===== src/verilog/hd_video_pkg.sv =====
package hd_video_pkg;
    localparam int         WORD_W     = 10;
    localparam int         CRC_W      = 18;
    localparam int         LINE_W     = 11;
    // reflected taps of x^18 + x^5 + x^4 + 1 for an lsb-first shift register
    localparam logic [17:0] CRC_TAPS  = 18'h23000;
    localparam logic [17:0] CRC_INIT  = 18'h00000;
    localparam logic [9:0] TRS_ONES   = 10'h3FF;
    localparam logic [9:0] TRS_ZERO   = 10'h000;
    localparam int         TRS_H_BIT  = 6;
    localparam logic [9:0] BLANK_LUMA = 10'h040;
    localparam logic [9:0] BLANK_CHROMA = 10'h200;
    localparam logic [1:0] RSVD_PAIR  = 2'h0;
    localparam logic [2:0] RSVD_TRIO  = 3'h0;
    localparam logic [9:0] NARROW_MASK = 10'h3FC;
    localparam logic [9:0] FULL_MASK  = 10'h3FF;

    typedef enum logic [2:0] {
        PH_PASS     = 3'b000,
        PH_NUM_LOW  = 3'b001,
        PH_NUM_HIGH = 3'b010,
        PH_CR0      = 3'b011,
        PH_CR1      = 3'b100
    } phase_t;

    // first line number word: low seven bits at b8..b2
    function automatic logic [9:0] line_num_word_low(input logic [10:0] ln);
        return {~ln[6], ln[6:0], RSVD_PAIR};
    endfunction

    // second line number word: high four bits at b5..b2, b8 reserved so b9 set
    function automatic logic [9:0] line_num_word_high(input logic [10:0] ln);
        return {1'b1, RSVD_TRIO, ln[10:7], RSVD_PAIR};
    endfunction

    function automatic logic [9:0] check_word_low(input logic [17:0] c);
        return {~c[8], c[8:0]};
    endfunction

    function automatic logic [9:0] check_word_high(input logic [17:0] c);
        return {~c[17], c[17:9]};
    endfunction
endpackage


===== src/verilog/hd_video_link.sv =====
interface hd_video_link;
    logic [9:0] bus_first;
    logic [9:0] bus_second;
    logic [9:0] bus_third;
    logic       word_valid;
    logic [9:0] mux_word;
    logic       mux_valid;

    modport src (
        output bus_first,
        output bus_second,
        output bus_third,
        output word_valid,
        output mux_word,
        output mux_valid
    );

    modport snk (
        input bus_first,
        input bus_second,
        input bus_third,
        input word_valid,
        input mux_word,
        input mux_valid
    );
endinterface


===== src/verilog/hd_line_inserter.sv =====
module hd_line_inserter (
    input  wire logic        clk_sys,
    input  wire logic        rst_n,
    input  wire logic [9:0]  luma_in,
    input  wire logic [9:0]  chroma_in,
    input  wire logic [9:0]  aux_in,
    input  wire logic        in_valid,
    input  wire logic [10:0] line_number,
    input  wire logic        narrow_mode,
    hd_video_link.src        link
);
    typedef struct packed {
        hd_video_pkg::phase_t phase;
        logic                 run;
        logic [59:0]          hist;
        logic [17:0]          crc_y;
        logic [17:0]          crc_c;
        logic [9:0]           bus_first;
        logic [9:0]           bus_second;
        logic [9:0]           bus_third;
        logic                 word_valid;
        logic [9:0]           mux_word;
        logic                 mux_valid;
        logic [9:0]           mux_hold;
        logic                 mux_pend;
    } state_t;

    state_t      s;
    state_t      next_s;
    logic        trs_y;
    logic        trs_c;
    logic        is_eav;
    logic        is_sav;
    logic [9:0]  w_y;
    logic [9:0]  w_c;
    logic [9:0]  bus_mask;
    logic [17:0] crc_y_upd;
    logic [17:0] crc_c_upd;

    // timing code preamble seen on the last three words of each stream
    assign trs_y = s.hist[59:50] == hd_video_pkg::TRS_ONES
                 && s.hist[39:30] == hd_video_pkg::TRS_ZERO
                 && s.hist[19:10] == hd_video_pkg::TRS_ZERO;
    assign trs_c = s.hist[49:40] == hd_video_pkg::TRS_ONES
                 && s.hist[29:20] == hd_video_pkg::TRS_ZERO
                 && s.hist[9:0]   == hd_video_pkg::TRS_ZERO;
    // end code has the h flag set in both streams
    assign is_eav = in_valid && trs_y && trs_c && s.phase == hd_video_pkg::PH_PASS
                  && luma_in[hd_video_pkg::TRS_H_BIT]
                  && chroma_in[hd_video_pkg::TRS_H_BIT];
    assign is_sav = in_valid && trs_y && trs_c && s.phase == hd_video_pkg::PH_PASS
                  && !luma_in[hd_video_pkg::TRS_H_BIT]
                  && !chroma_in[hd_video_pkg::TRS_H_BIT];

    // word actually sent in each stream for the current phase
    always_comb begin
        case (s.phase)
            hd_video_pkg::PH_NUM_LOW: begin
                w_y = hd_video_pkg::line_num_word_low(line_number);
                w_c = hd_video_pkg::line_num_word_low(line_number);
            end
            hd_video_pkg::PH_NUM_HIGH: begin
                w_y = hd_video_pkg::line_num_word_high(line_number);
                w_c = hd_video_pkg::line_num_word_high(line_number);
            end
            hd_video_pkg::PH_CR0: begin
                w_y = hd_video_pkg::check_word_low(s.crc_y);
                w_c = hd_video_pkg::check_word_low(s.crc_c);
            end
            hd_video_pkg::PH_CR1: begin
                w_y = hd_video_pkg::check_word_high(s.crc_y);
                w_c = hd_video_pkg::check_word_high(s.crc_c);
            end
            default: begin
                w_y = luma_in;
                w_c = chroma_in;
            end
        endcase
    end

    // 8-bit systems carry only bits 9..2 of each bus
    assign bus_mask = narrow_mode ? hd_video_pkg::NARROW_MASK : hd_video_pkg::FULL_MASK;

    // independent check codes per stream over the words as sent
    crc18_word u_crc_y (
        .crc_in  (s.crc_y),
        .word    (w_y),
        .crc_out (crc_y_upd)
    );

    crc18_word u_crc_c (
        .crc_in  (s.crc_c),
        .word    (w_c),
        .crc_out (crc_c_upd)
    );

    // next state: insertion sequence, check accumulation, buses and merge
    always_comb begin
        next_s = s;
        next_s.word_valid = in_valid;
        if (in_valid) begin
            next_s.hist = {s.hist[39:0], luma_in, chroma_in};
            case (s.phase)
                hd_video_pkg::PH_PASS: begin
                    if (is_eav) begin
                        next_s.phase = hd_video_pkg::PH_NUM_LOW;
                        next_s.crc_y = crc_y_upd;
                        next_s.crc_c = crc_c_upd;
                    end else if (is_sav) begin
                        next_s.run   = 1'b1;
                        next_s.crc_y = hd_video_pkg::CRC_INIT;
                        next_s.crc_c = hd_video_pkg::CRC_INIT;
                    end else if (s.run) begin
                        next_s.crc_y = crc_y_upd;
                        next_s.crc_c = crc_c_upd;
                    end
                end
                hd_video_pkg::PH_NUM_LOW: begin
                    next_s.phase = hd_video_pkg::PH_NUM_HIGH;
                    next_s.crc_y = crc_y_upd;
                    next_s.crc_c = crc_c_upd;
                end
                hd_video_pkg::PH_NUM_HIGH: begin
                    // last covered word: freeze the codes here
                    next_s.phase = hd_video_pkg::PH_CR0;
                    next_s.run   = 1'b0;
                    next_s.crc_y = crc_y_upd;
                    next_s.crc_c = crc_c_upd;
                end
                hd_video_pkg::PH_CR0: begin
                    next_s.phase = hd_video_pkg::PH_CR1;
                end
                hd_video_pkg::PH_CR1: begin
                    next_s.phase = hd_video_pkg::PH_PASS;
                end
                default: begin
                    next_s.phase = hd_video_pkg::PH_PASS;
                end
            endcase
            next_s.bus_first  = w_y & bus_mask;
            next_s.bus_third  = w_c & bus_mask;
            next_s.bus_second = aux_in & bus_mask;
            // chroma word goes out now, luma on the following cycle
            next_s.mux_word  = w_c;
            next_s.mux_hold  = w_y;
            next_s.mux_pend  = 1'b1;
            next_s.mux_valid = 1'b1;
        end else begin
            // idle cycles show blanking levels on the first and third buses, aux on the second
            next_s.bus_first  = hd_video_pkg::BLANK_LUMA & bus_mask;
            next_s.bus_third  = hd_video_pkg::BLANK_CHROMA & bus_mask;
            next_s.bus_second = aux_in & bus_mask;
            if (s.mux_pend) begin
                next_s.mux_word  = s.mux_hold;
                next_s.mux_valid = 1'b1;
                next_s.mux_pend  = 1'b0;
            end else begin
                next_s.mux_valid = 1'b0;
            end
        end
    end

    // state register
    always_ff @(posedge clk_sys or negedge rst_n) begin
        if (!rst_n) begin
            s <= '{phase:      hd_video_pkg::PH_PASS,
                   run:        1'b0,
                   hist:       60'h000000000000000,
                   crc_y:      hd_video_pkg::CRC_INIT,
                   crc_c:      hd_video_pkg::CRC_INIT,
                   bus_first:  hd_video_pkg::BLANK_LUMA,
                   bus_second: 10'h000,
                   bus_third:  hd_video_pkg::BLANK_CHROMA,
                   word_valid: 1'b0,
                   mux_word:   10'h000,
                   mux_valid:  1'b0,
                   mux_hold:   10'h000,
                   mux_pend:   1'b0};
        end else begin
            s <= next_s;
        end
    end

    // merged word: bit 0 is the first bit onto the serial line
    assign link.mux_word   = s.mux_word;
    assign link.mux_valid  = s.mux_valid;
    assign link.bus_first  = s.bus_first;
    assign link.bus_second = s.bus_second;
    assign link.bus_third  = s.bus_third;
    assign link.word_valid = s.word_valid;
endmodule // hd_line_inserter


===== src/verilog/crc18_word.sv =====
// folds one 10-bit word into the check code, bit 0 first as on the serial line
module crc18_word (
    input  wire logic [17:0] crc_in,
    input  wire logic [9:0]  word,
    output logic      [17:0] crc_out
);
    logic [17:0] stage [0:10];

    assign stage[0] = crc_in;

    // one shift per bit, feedback from the oldest register bit
    for (genvar i = 0; i < 10; i++) begin : g_bit
        logic fb;
        assign fb = stage[i][0] ^ word[i];
        assign stage[i+1] = (stage[i] >> 1) ^ (fb ? hd_video_pkg::CRC_TAPS : 18'h00000);
    end

    assign crc_out = stage[10];
endmodule // crc18_word


===== src/flat_wrapper.sv =====
// flat-port wrapper written by rule: the top's interface ports become plain ports
module hd_line_inserter_flat 
  (clk_sys, rst_n, luma_in, chroma_in, aux_in, in_valid, line_number, narrow_mode, link_bus_first, link_bus_second, link_bus_third, link_word_valid, link_mux_word, link_mux_valid);
  hd_video_link link_i ();
  input  wire logic clk_sys;
  input  wire logic rst_n;
  input  wire logic [9:0] luma_in;
  input  wire logic [9:0] chroma_in;
  input  wire logic [9:0] aux_in;
  input  wire logic in_valid;
  input  wire logic [10:0] line_number;
  input  wire logic narrow_mode;
  output wire logic [$bits(link_i.bus_first)-1:0] link_bus_first;
  output wire logic [$bits(link_i.bus_second)-1:0] link_bus_second;
  output wire logic [$bits(link_i.bus_third)-1:0] link_bus_third;
  output wire logic [$bits(link_i.word_valid)-1:0] link_word_valid;
  output wire logic [$bits(link_i.mux_word)-1:0] link_mux_word;
  output wire logic [$bits(link_i.mux_valid)-1:0] link_mux_valid;
  assign link_bus_first = link_i.bus_first;
  assign link_bus_second = link_i.bus_second;
  assign link_bus_third = link_i.bus_third;
  assign link_word_valid = link_i.word_valid;
  assign link_mux_word = link_i.mux_word;
  assign link_mux_valid = link_i.mux_valid;
  hd_line_inserter u_core (.clk_sys(clk_sys), .rst_n(rst_n), .luma_in(luma_in), .chroma_in(chroma_in), .aux_in(aux_in), .in_valid(in_valid), .line_number(line_number), .narrow_mode(narrow_mode), .link(link_i));
endmodule

===== config.mk =====
export PLATFORM = sky130hd
export DESIGN_NAME = hd_line_inserter_flat
export DESIGN_NICKNAME = d
export VERILOG_FILES = /design/src/verilog/hd_video_pkg.sv /design/src/verilog/hd_video_link.sv /design/src/verilog/hd_line_inserter.sv /design/src/verilog/crc18_word.sv /design/src/flat_wrapper.sv
export SDC_FILE = /design/constraint.sdc
export NUM_CORES = 1
export LEC_CHECK = 0
export BUFFER_PORTS_ARGS = -buffer_cell sky130_fd_sc_hd__buf_2
export CAP_MARGIN = 20
export CORE_ASPECT_RATIO = 0.6
export CORE_MARGIN = 2
export CORE_UTILIZATION = 40
export DETAILED_ROUTE_END_ITERATION = 6
export HOLD_SLACK_MARGIN = 0.05
export PLACE_DENSITY_LB_ADDON = 0.2
export SYNTH_ARGS = -nofsm -noshare
export SYNTH_HDL_FRONTEND = slang
export SYNTH_SLANG_ARGS = --single-unit

===== constraint.sdc =====
create_clock -name clk_sys -period 2.9 [get_ports clk_sys]
set_input_delay 0.29 -clock clk_sys [delete_from_list [all_inputs] [get_ports clk_sys]]
set_output_delay 0.29 -clock clk_sys [all_outputs]
set_load 0.01 [all_outputs]

# --- After elaboration in Yosys (flattened, before gate mapping) ---
# Index checks and enable logic that the tools add are counted.
word_totals:
  elab_cells: 133
  in_bits: 45
  regBits: 153
classes:
  eq_ne: 10
  n_bitwise: 48
  n_reduce_logical: 25
  mux: 37
op_table:
  columns: ["cell", "count"]
  rows:
  - ["two-way mux 18 bit", 20]
  - ["bitwise XOR 17 x 18 -> 18 bit", 20]
  - ["two-way mux 36 bit", 3]
  - ["case mux 10 bit (4 select lines)", 2]
  - ["case mux 36 bit (2 select lines)", 1]
  - ["logical NOT 10 bit", 4]
  - ["bitwise AND 10 bit", 3]
  - ["two-way mux 30 bit", 1]
  - ["equality test 10 bit (second input constant)", 2]
  - ["bitwise XOR 1 bit", 20]
  - ["case mux 3 bit (4 select lines)", 1]
  - ["logical AND 1 bit", 11]
  - ["two-way mux 11 bit", 1]
  - ["two-way mux 10 bit", 1]
  - ["equality test 3 x 2 -> 1 bit (second input constant)", 2]
  - ["nonzero test 2 bit", 3]
  - ["inverter 1 bit", 5]
  - ["two-way mux 1 bit", 4]
  - ["inequality test 2 x 1 -> 1 bit (second input constant)", 2]
  - ["inequality test 4 x 1 -> 1 bit (second input constant)", 1]
  - ["AND reduction 4 bit", 1]
  - ["equality test 3 x 1 -> 1 bit (second input constant)", 1]
  - ["equality test 3 bit (second input constant)", 1]
  - ["logical NOT 3 bit", 1]
  - ["8 further kinds", 9]

# --- Logic depth before layout (Yosys ltp) ---
depth:
  depth_word: 36
  depth_mapped: 9

# --- Modules after synthesis ---
# A second synthesis with hierarchy kept.
hier_totals:
  cells_unflattened: 723
  hier_area_um2: 8592.0
by_module_without_submodules:
  columns: ["mod", "cells_each", "n_inst", "area_each_um2", "seq_area_each_um2"]
  rows:
  - ["hd_line_inserter", 659, 1, 7688.6, 3806.2]
  - ["crc18_word", 32, 2, 451.7, 0.0]

# --- Least setup slack after synthesis ---
# Ideal clock, no wire load.
synth_timing:
  kind: "reg2reg"
  from: "reg u_core.s[150] (netlist bit)"
  to: "reg u_core.s[63] (netlist bit)"
  path_buffers: 2
  path_stages_with_launch: 10
  path_slack_ps: 762
  period_less_slack_ps: 2138
  required_ps: 2779
  arrival_time_ps: 2018
  path_cell_list: "dfrtp_1 or2_1 buf_6 nor3_2 nand3_1 nor4_4 a21o_1 nand2_4 buf_6 a22o_1"
synth_between:
  elab_chain_cells: 16
  word_cells_on_any_way: 33
  classes_between: "eq/ne (5); mux (8); bitwise (11); reduce/logical (9)"
synth_rtl:
  columns: ["element", "line", "rtl"]
  rows:
  - ["from (decl)", "hd_line_inserter.sv:28", "state_t s;"]
  - ["from (signal assigned)", "hd_line_inserter.sv:166", "s <= '{phase: hd_video_pkg::PH_PASS,"]
  - ["from (signal assigned)", "hd_line_inserter.sv:180", "s <= next_s;"]
  - ["equality test 3 bit, or another cell as far along", "hd_line_inserter.sv:57", "case (s.phase)"]
  - ["case mux 10 bit (4 select lines)", "hd_line_inserter.sv:57", null]
  - ["bitwise XOR 1 bit", "crc18_word.sv:14", "assign fb = stage[i][0] ^ word[i];"]
  - ["two-way mux 18 bit", "crc18_word.sv:15", "assign stage[i+1] = (stage[i] >> 1) ^ (fb ? hd_video_pkg::CRC_TAPS : 18'h00000);"]
  - ["bitwise XOR 17 x 18 -> 18 bit (8 in a row)", "crc18_word.sv:15", null]
  - ["two-way mux 36 bit", "hd_line_inserter.sv:113", "end else if (s.run) begin"]
  - ["two-way mux 36 bit", "hd_line_inserter.sv:109", "end else if (is_sav) begin"]
  - ["two-way mux 36 bit", "hd_line_inserter.sv:105", "if (is_eav) begin"]
  - ["case mux 36 bit (2 select lines)", "hd_line_inserter.sv:103", "case (s.phase)"]
# Several ways; a longest one is shown, not always the timed one. The select of a mux whose other input is x is not followed.
# A chain may end at the register's enable or synchronous reset.

# --- Final worst setup path ---
layout_timing:
  from: "reg u_core.s[152] (netlist bit)"
  to: "reg u_core.s[66] (netlist bit)"
layout_between:
  elab_chain_cells: 13
  word_cells_on_any_way: 28
  classes_between: "eq/ne (5); mux (7); bitwise (7); reduce/logical (9)"
layout_rtl:
  columns: ["element", "line"]
  rows:
  - ["equality test 3 bit, or another cell as far along", "hd_line_inserter.sv:57"]
  - ["case mux 10 bit (4 select lines)", "hd_line_inserter.sv:57"]
  - ["bitwise XOR 1 bit", "crc18_word.sv:14"]
  - ["two-way mux 18 bit", "crc18_word.sv:15"]
  - ["bitwise XOR 17 x 18 -> 18 bit (5 in a row)", "crc18_word.sv:15"]
  - ["two-way mux 36 bit", "hd_line_inserter.sv:113"]
  - ["two-way mux 36 bit", "hd_line_inserter.sv:109"]
  - ["two-way mux 36 bit", "hd_line_inserter.sv:105"]
  - ["case mux 36 bit (2 select lines)", "hd_line_inserter.sv:103"]
# Several ways; a longest one is shown, not always the timed one. The select of a mux whose other input is x is not followed.

==> flow_summary_export.csv <==
group,metric,value,unit
setup_path,worstPathArrival,2.96,ns
global_routing,grt_pass1_wl,31230,um
final_layout,diodes,0,
final_layout,final_common_cell,"dfrtp_1",
drt,drt-pass1-iter-count,7,
status,status,"complete, but fails checks",
drt,wl_per_cell,20.82,um
hold_path,min_from,"aux_in[0]",
yosys,synth.largest_area_cell,"dfrtp_1",
power,power_frac_clock,20.5,%
yosys,synth_ff_type,"dfrtp_1",
placed_design,placed_cells_incl_taps,925,
setup_path,critPathKind,"register to register",
die,coreArea,18980,sq um
clock_tree,cts_buffer_depth,2,
timing,finClkSkew,0.009729,ns
clock_tree,numCtsBuffers,17,
power,p_seq_share,31.6,%
global_routing,grt.overflow.total,0,
global_routing,grt_max_degree,92,
power,p_sw,4.327,mW
global_routing,antenna_found_initial,0,
setup_path,critPathCaptureType,"register",
timing,report.final.slew_viol_count,0,
clock_tree,cts_root_buffer,"clkbuf_16",
timing,slew_headroom,42.33,%
yosys,ys_warn_count,0,
timing,hold_viol_final,0,
power,irDropWorstVdd,0.4834,mV
placed_design,dpl.hpwl,14640,um
timing,grt_setup_unrepaired,"false",
die,dieArea,20540,sq um
yosys,yosysUniqueCellTypes,68,
drt,drc_errors,1,
die,die_w,183.7,um
setup_path,cp_max_fo,36,
die,num_rows,39,
timing,worst_pin_slew,0.8650,ns
status,violations,"DRC",
power,p_leak,3.815,nW
die,start_util,40.82,%
final_layout,fin_area,8832,sq um
yosys,synth_edf_count,0,
yosys,yosys-top-cells-area,"dfrtp_1, mux2_2, xnor2_1",
placed_design,port_buffers,86,
hold_path,hp-class,"primary input to register",
power,power,10.80,mW
clock_tree,htree_levels,4,
yosys,synth_area,7749,sq um
setup_path,required,3.20,ns
flow_run,drv_cap,0,
clock_tree,hold_buffers,10,
power,powerDensity,1223,nW/um^2
clock_tree,cts_tree,"done",
setup_path,crit_path_start_kind,"register",
timing,setup_viol,0,
yosys,ys_ff_latch,152,
clock_tree,path_clk_slew,0.06,ns
power,p_sw_share,40.07,%
timing,post-route-period-util,91.44,%
final_layout,syn2layout_area_growth,13.98,%
die,ios,87,
yosys,synth.avg_cell_area,11.90,sq um
setup_path,r2r-start,"u_core.s[152]",
die,fp.dieH,111.8,um
global_routing,grt_pass1_vias,5218,
power,internal_power,6.472,mW
setup_path,r2r_slack,0.25,ns
timing,fmax,377.1,MHz
drt,dr_total_vias,5351,
drt,drtIter0Drc,434,
final_layout,final_core_util,46.53,%
drt,drt-total-wl,20130,um
setup_path,crit_start,"u_core.s[152]",
placed_design,gp_congestion,0.9181,
yosys,synth_top_area_share,48.44,%
drt,vias_per_cell,5.534,
clock_tree,post_cts_buffers,0,
yosys,seq_area_frac_synth,49.12,%
yosys,async_reset_ff_share,100.0,%
clock_tree,numClockSinks,152,
clock_tree,post_cts_resized,0,
final_layout,nets,753,
final_layout,drive_above_1_share,33.29,%
yosys,synthCells,651,
final_layout,stdcell_count,967,
placed_design,post_dp_cell_area,8139,sq um
clock_tree,clkLatencyLatePin,0.43,ns
timing,min_period,2.652,ns
timing,setup_tns,0,ns
yosys,synth_nets,696,
global_routing,grt_usage,20.34,%
power,combinationalPowerShare,48.0,%
drt,ant_nets,0,
final_layout,mostFrequentLayoutCells,"dfrtp_1, buf_2, mux2_2, xnor2_1, a22o_1",
synthesized netlist by cell type (4+ instances only):
cell type / count
a21oi_1: 26
dfrtp_1: 150
o21ai_1: 6
nor2b_1: 14
xor2_1: 15
a22oi_1: 10
a22o_1: 35
xnor2_2: 6
nand4_1: 5
o21ai_0: 16
nand2_1: 19
nor2_1: 25
buf_4: 47
inv_1: 7
mux2_2: 66
nand2b_1: 10
clkbuf_1: 15
buf_6: 8
o2bb2ai_1: 6
nor4b_1: 4
a221oi_2: 5
nor4_1: 7
nand3_1: 11
o21bai_1: 7
and2_1: 12
xnor2_1: 44
buf_2: 6
mux2i_1: 13
worst max-delay path, cell delays in order (launching register included):
cell	delay, ns
dfrtp_2	0.63
nand2b_1	0.37
nor3_2	0.20
nand3_1	0.15
nor4_4	0.34
a21o_1	0.20
nand2_4	0.25
a22o_1	0.35
cell families after synthesis:
group,synth area share (%)
AOI/OAI and AO/OA,13.82
xor gates and xnor gates,8.138
adders and majority gates,0.1292
buffers and inverters,7.363
DFF,49.12
muxes,12.27
and+or+nand+nor,9.155
state kept, by name, indices dropped and copies added, names as in the netlist:
signal / flops
u_core.link.bus_first: 10
u_core.link.bus_second: 10
u_core.link.bus_third: 10
u_core.link.mux_valid: 1
u_core.link.mux_word: 10
u_core.s: 111
stage by stage:
step / hold slack [ns] / setup slack, ns
5_1_grt: 0.1105 / 0.04911
2_1_floorplan: -0.005591 / 0.7615
3_5_place_dp: 0.3996 / 0.2750
3_3_place_gp: 0.3974 / 0.2577
6_report: 0.1083 / 0.2483
4_1_cts: 0.09945 / 0.2514
path summary, 6_finish.rpt:
check,end,cells after the start
setup / recovery,u_core.s[66],7
hold / removal,u_core.link.bus_second[0],2
setup reg to reg,u_core.s[66],7
hold reg to reg,u_core.s[10],2
max in group asynchronous,u_core.link.bus_first[6],3
min in group asynchronous,u_core.link.bus_second[9],2
per-layer routing:
| layer | part of all wire, % | track usage (%) | up-vias |
|---|---|---|---|
| li1 | - | - | 2388 |
| met2 | 39 | 26.74 | 208 |
| met3 | 8.3 | 5.725 | 26 |
| met1 | 51 | 32.05 | 2729 |
| met5 | 0 | 0 | - |
| met4 | 1.2 | 5.547 | 0 |
power by group through the flow:
| stage | sequential [mW] | clock [mW] | combinational [mW] |
|---|---|---|---|
| finish | 3.41 | 2.21 | 5.18 |
| global route | 3.47 | 2.35 | 5.60 |
| CTS | 3.39 | 2.26 | 5.15 |
| detailed placement | 3.42 | 0 | 5.10 |
| global placement | 3.42 | 0 | 5.03 |
| floorplan | 3.14 | 0 | 4.28 |
area by class of cell:
type,instances,area (sq um)
fill,1721,10150
sequential,152,3807
multi-input combinational,412,3372
timing repair buffer,117,721.9
clock buffer,22,484.2
tap,246,307.8
clock inverter,10,108.9
inverter,8,30.03
(Power assumes the default switching activity.)
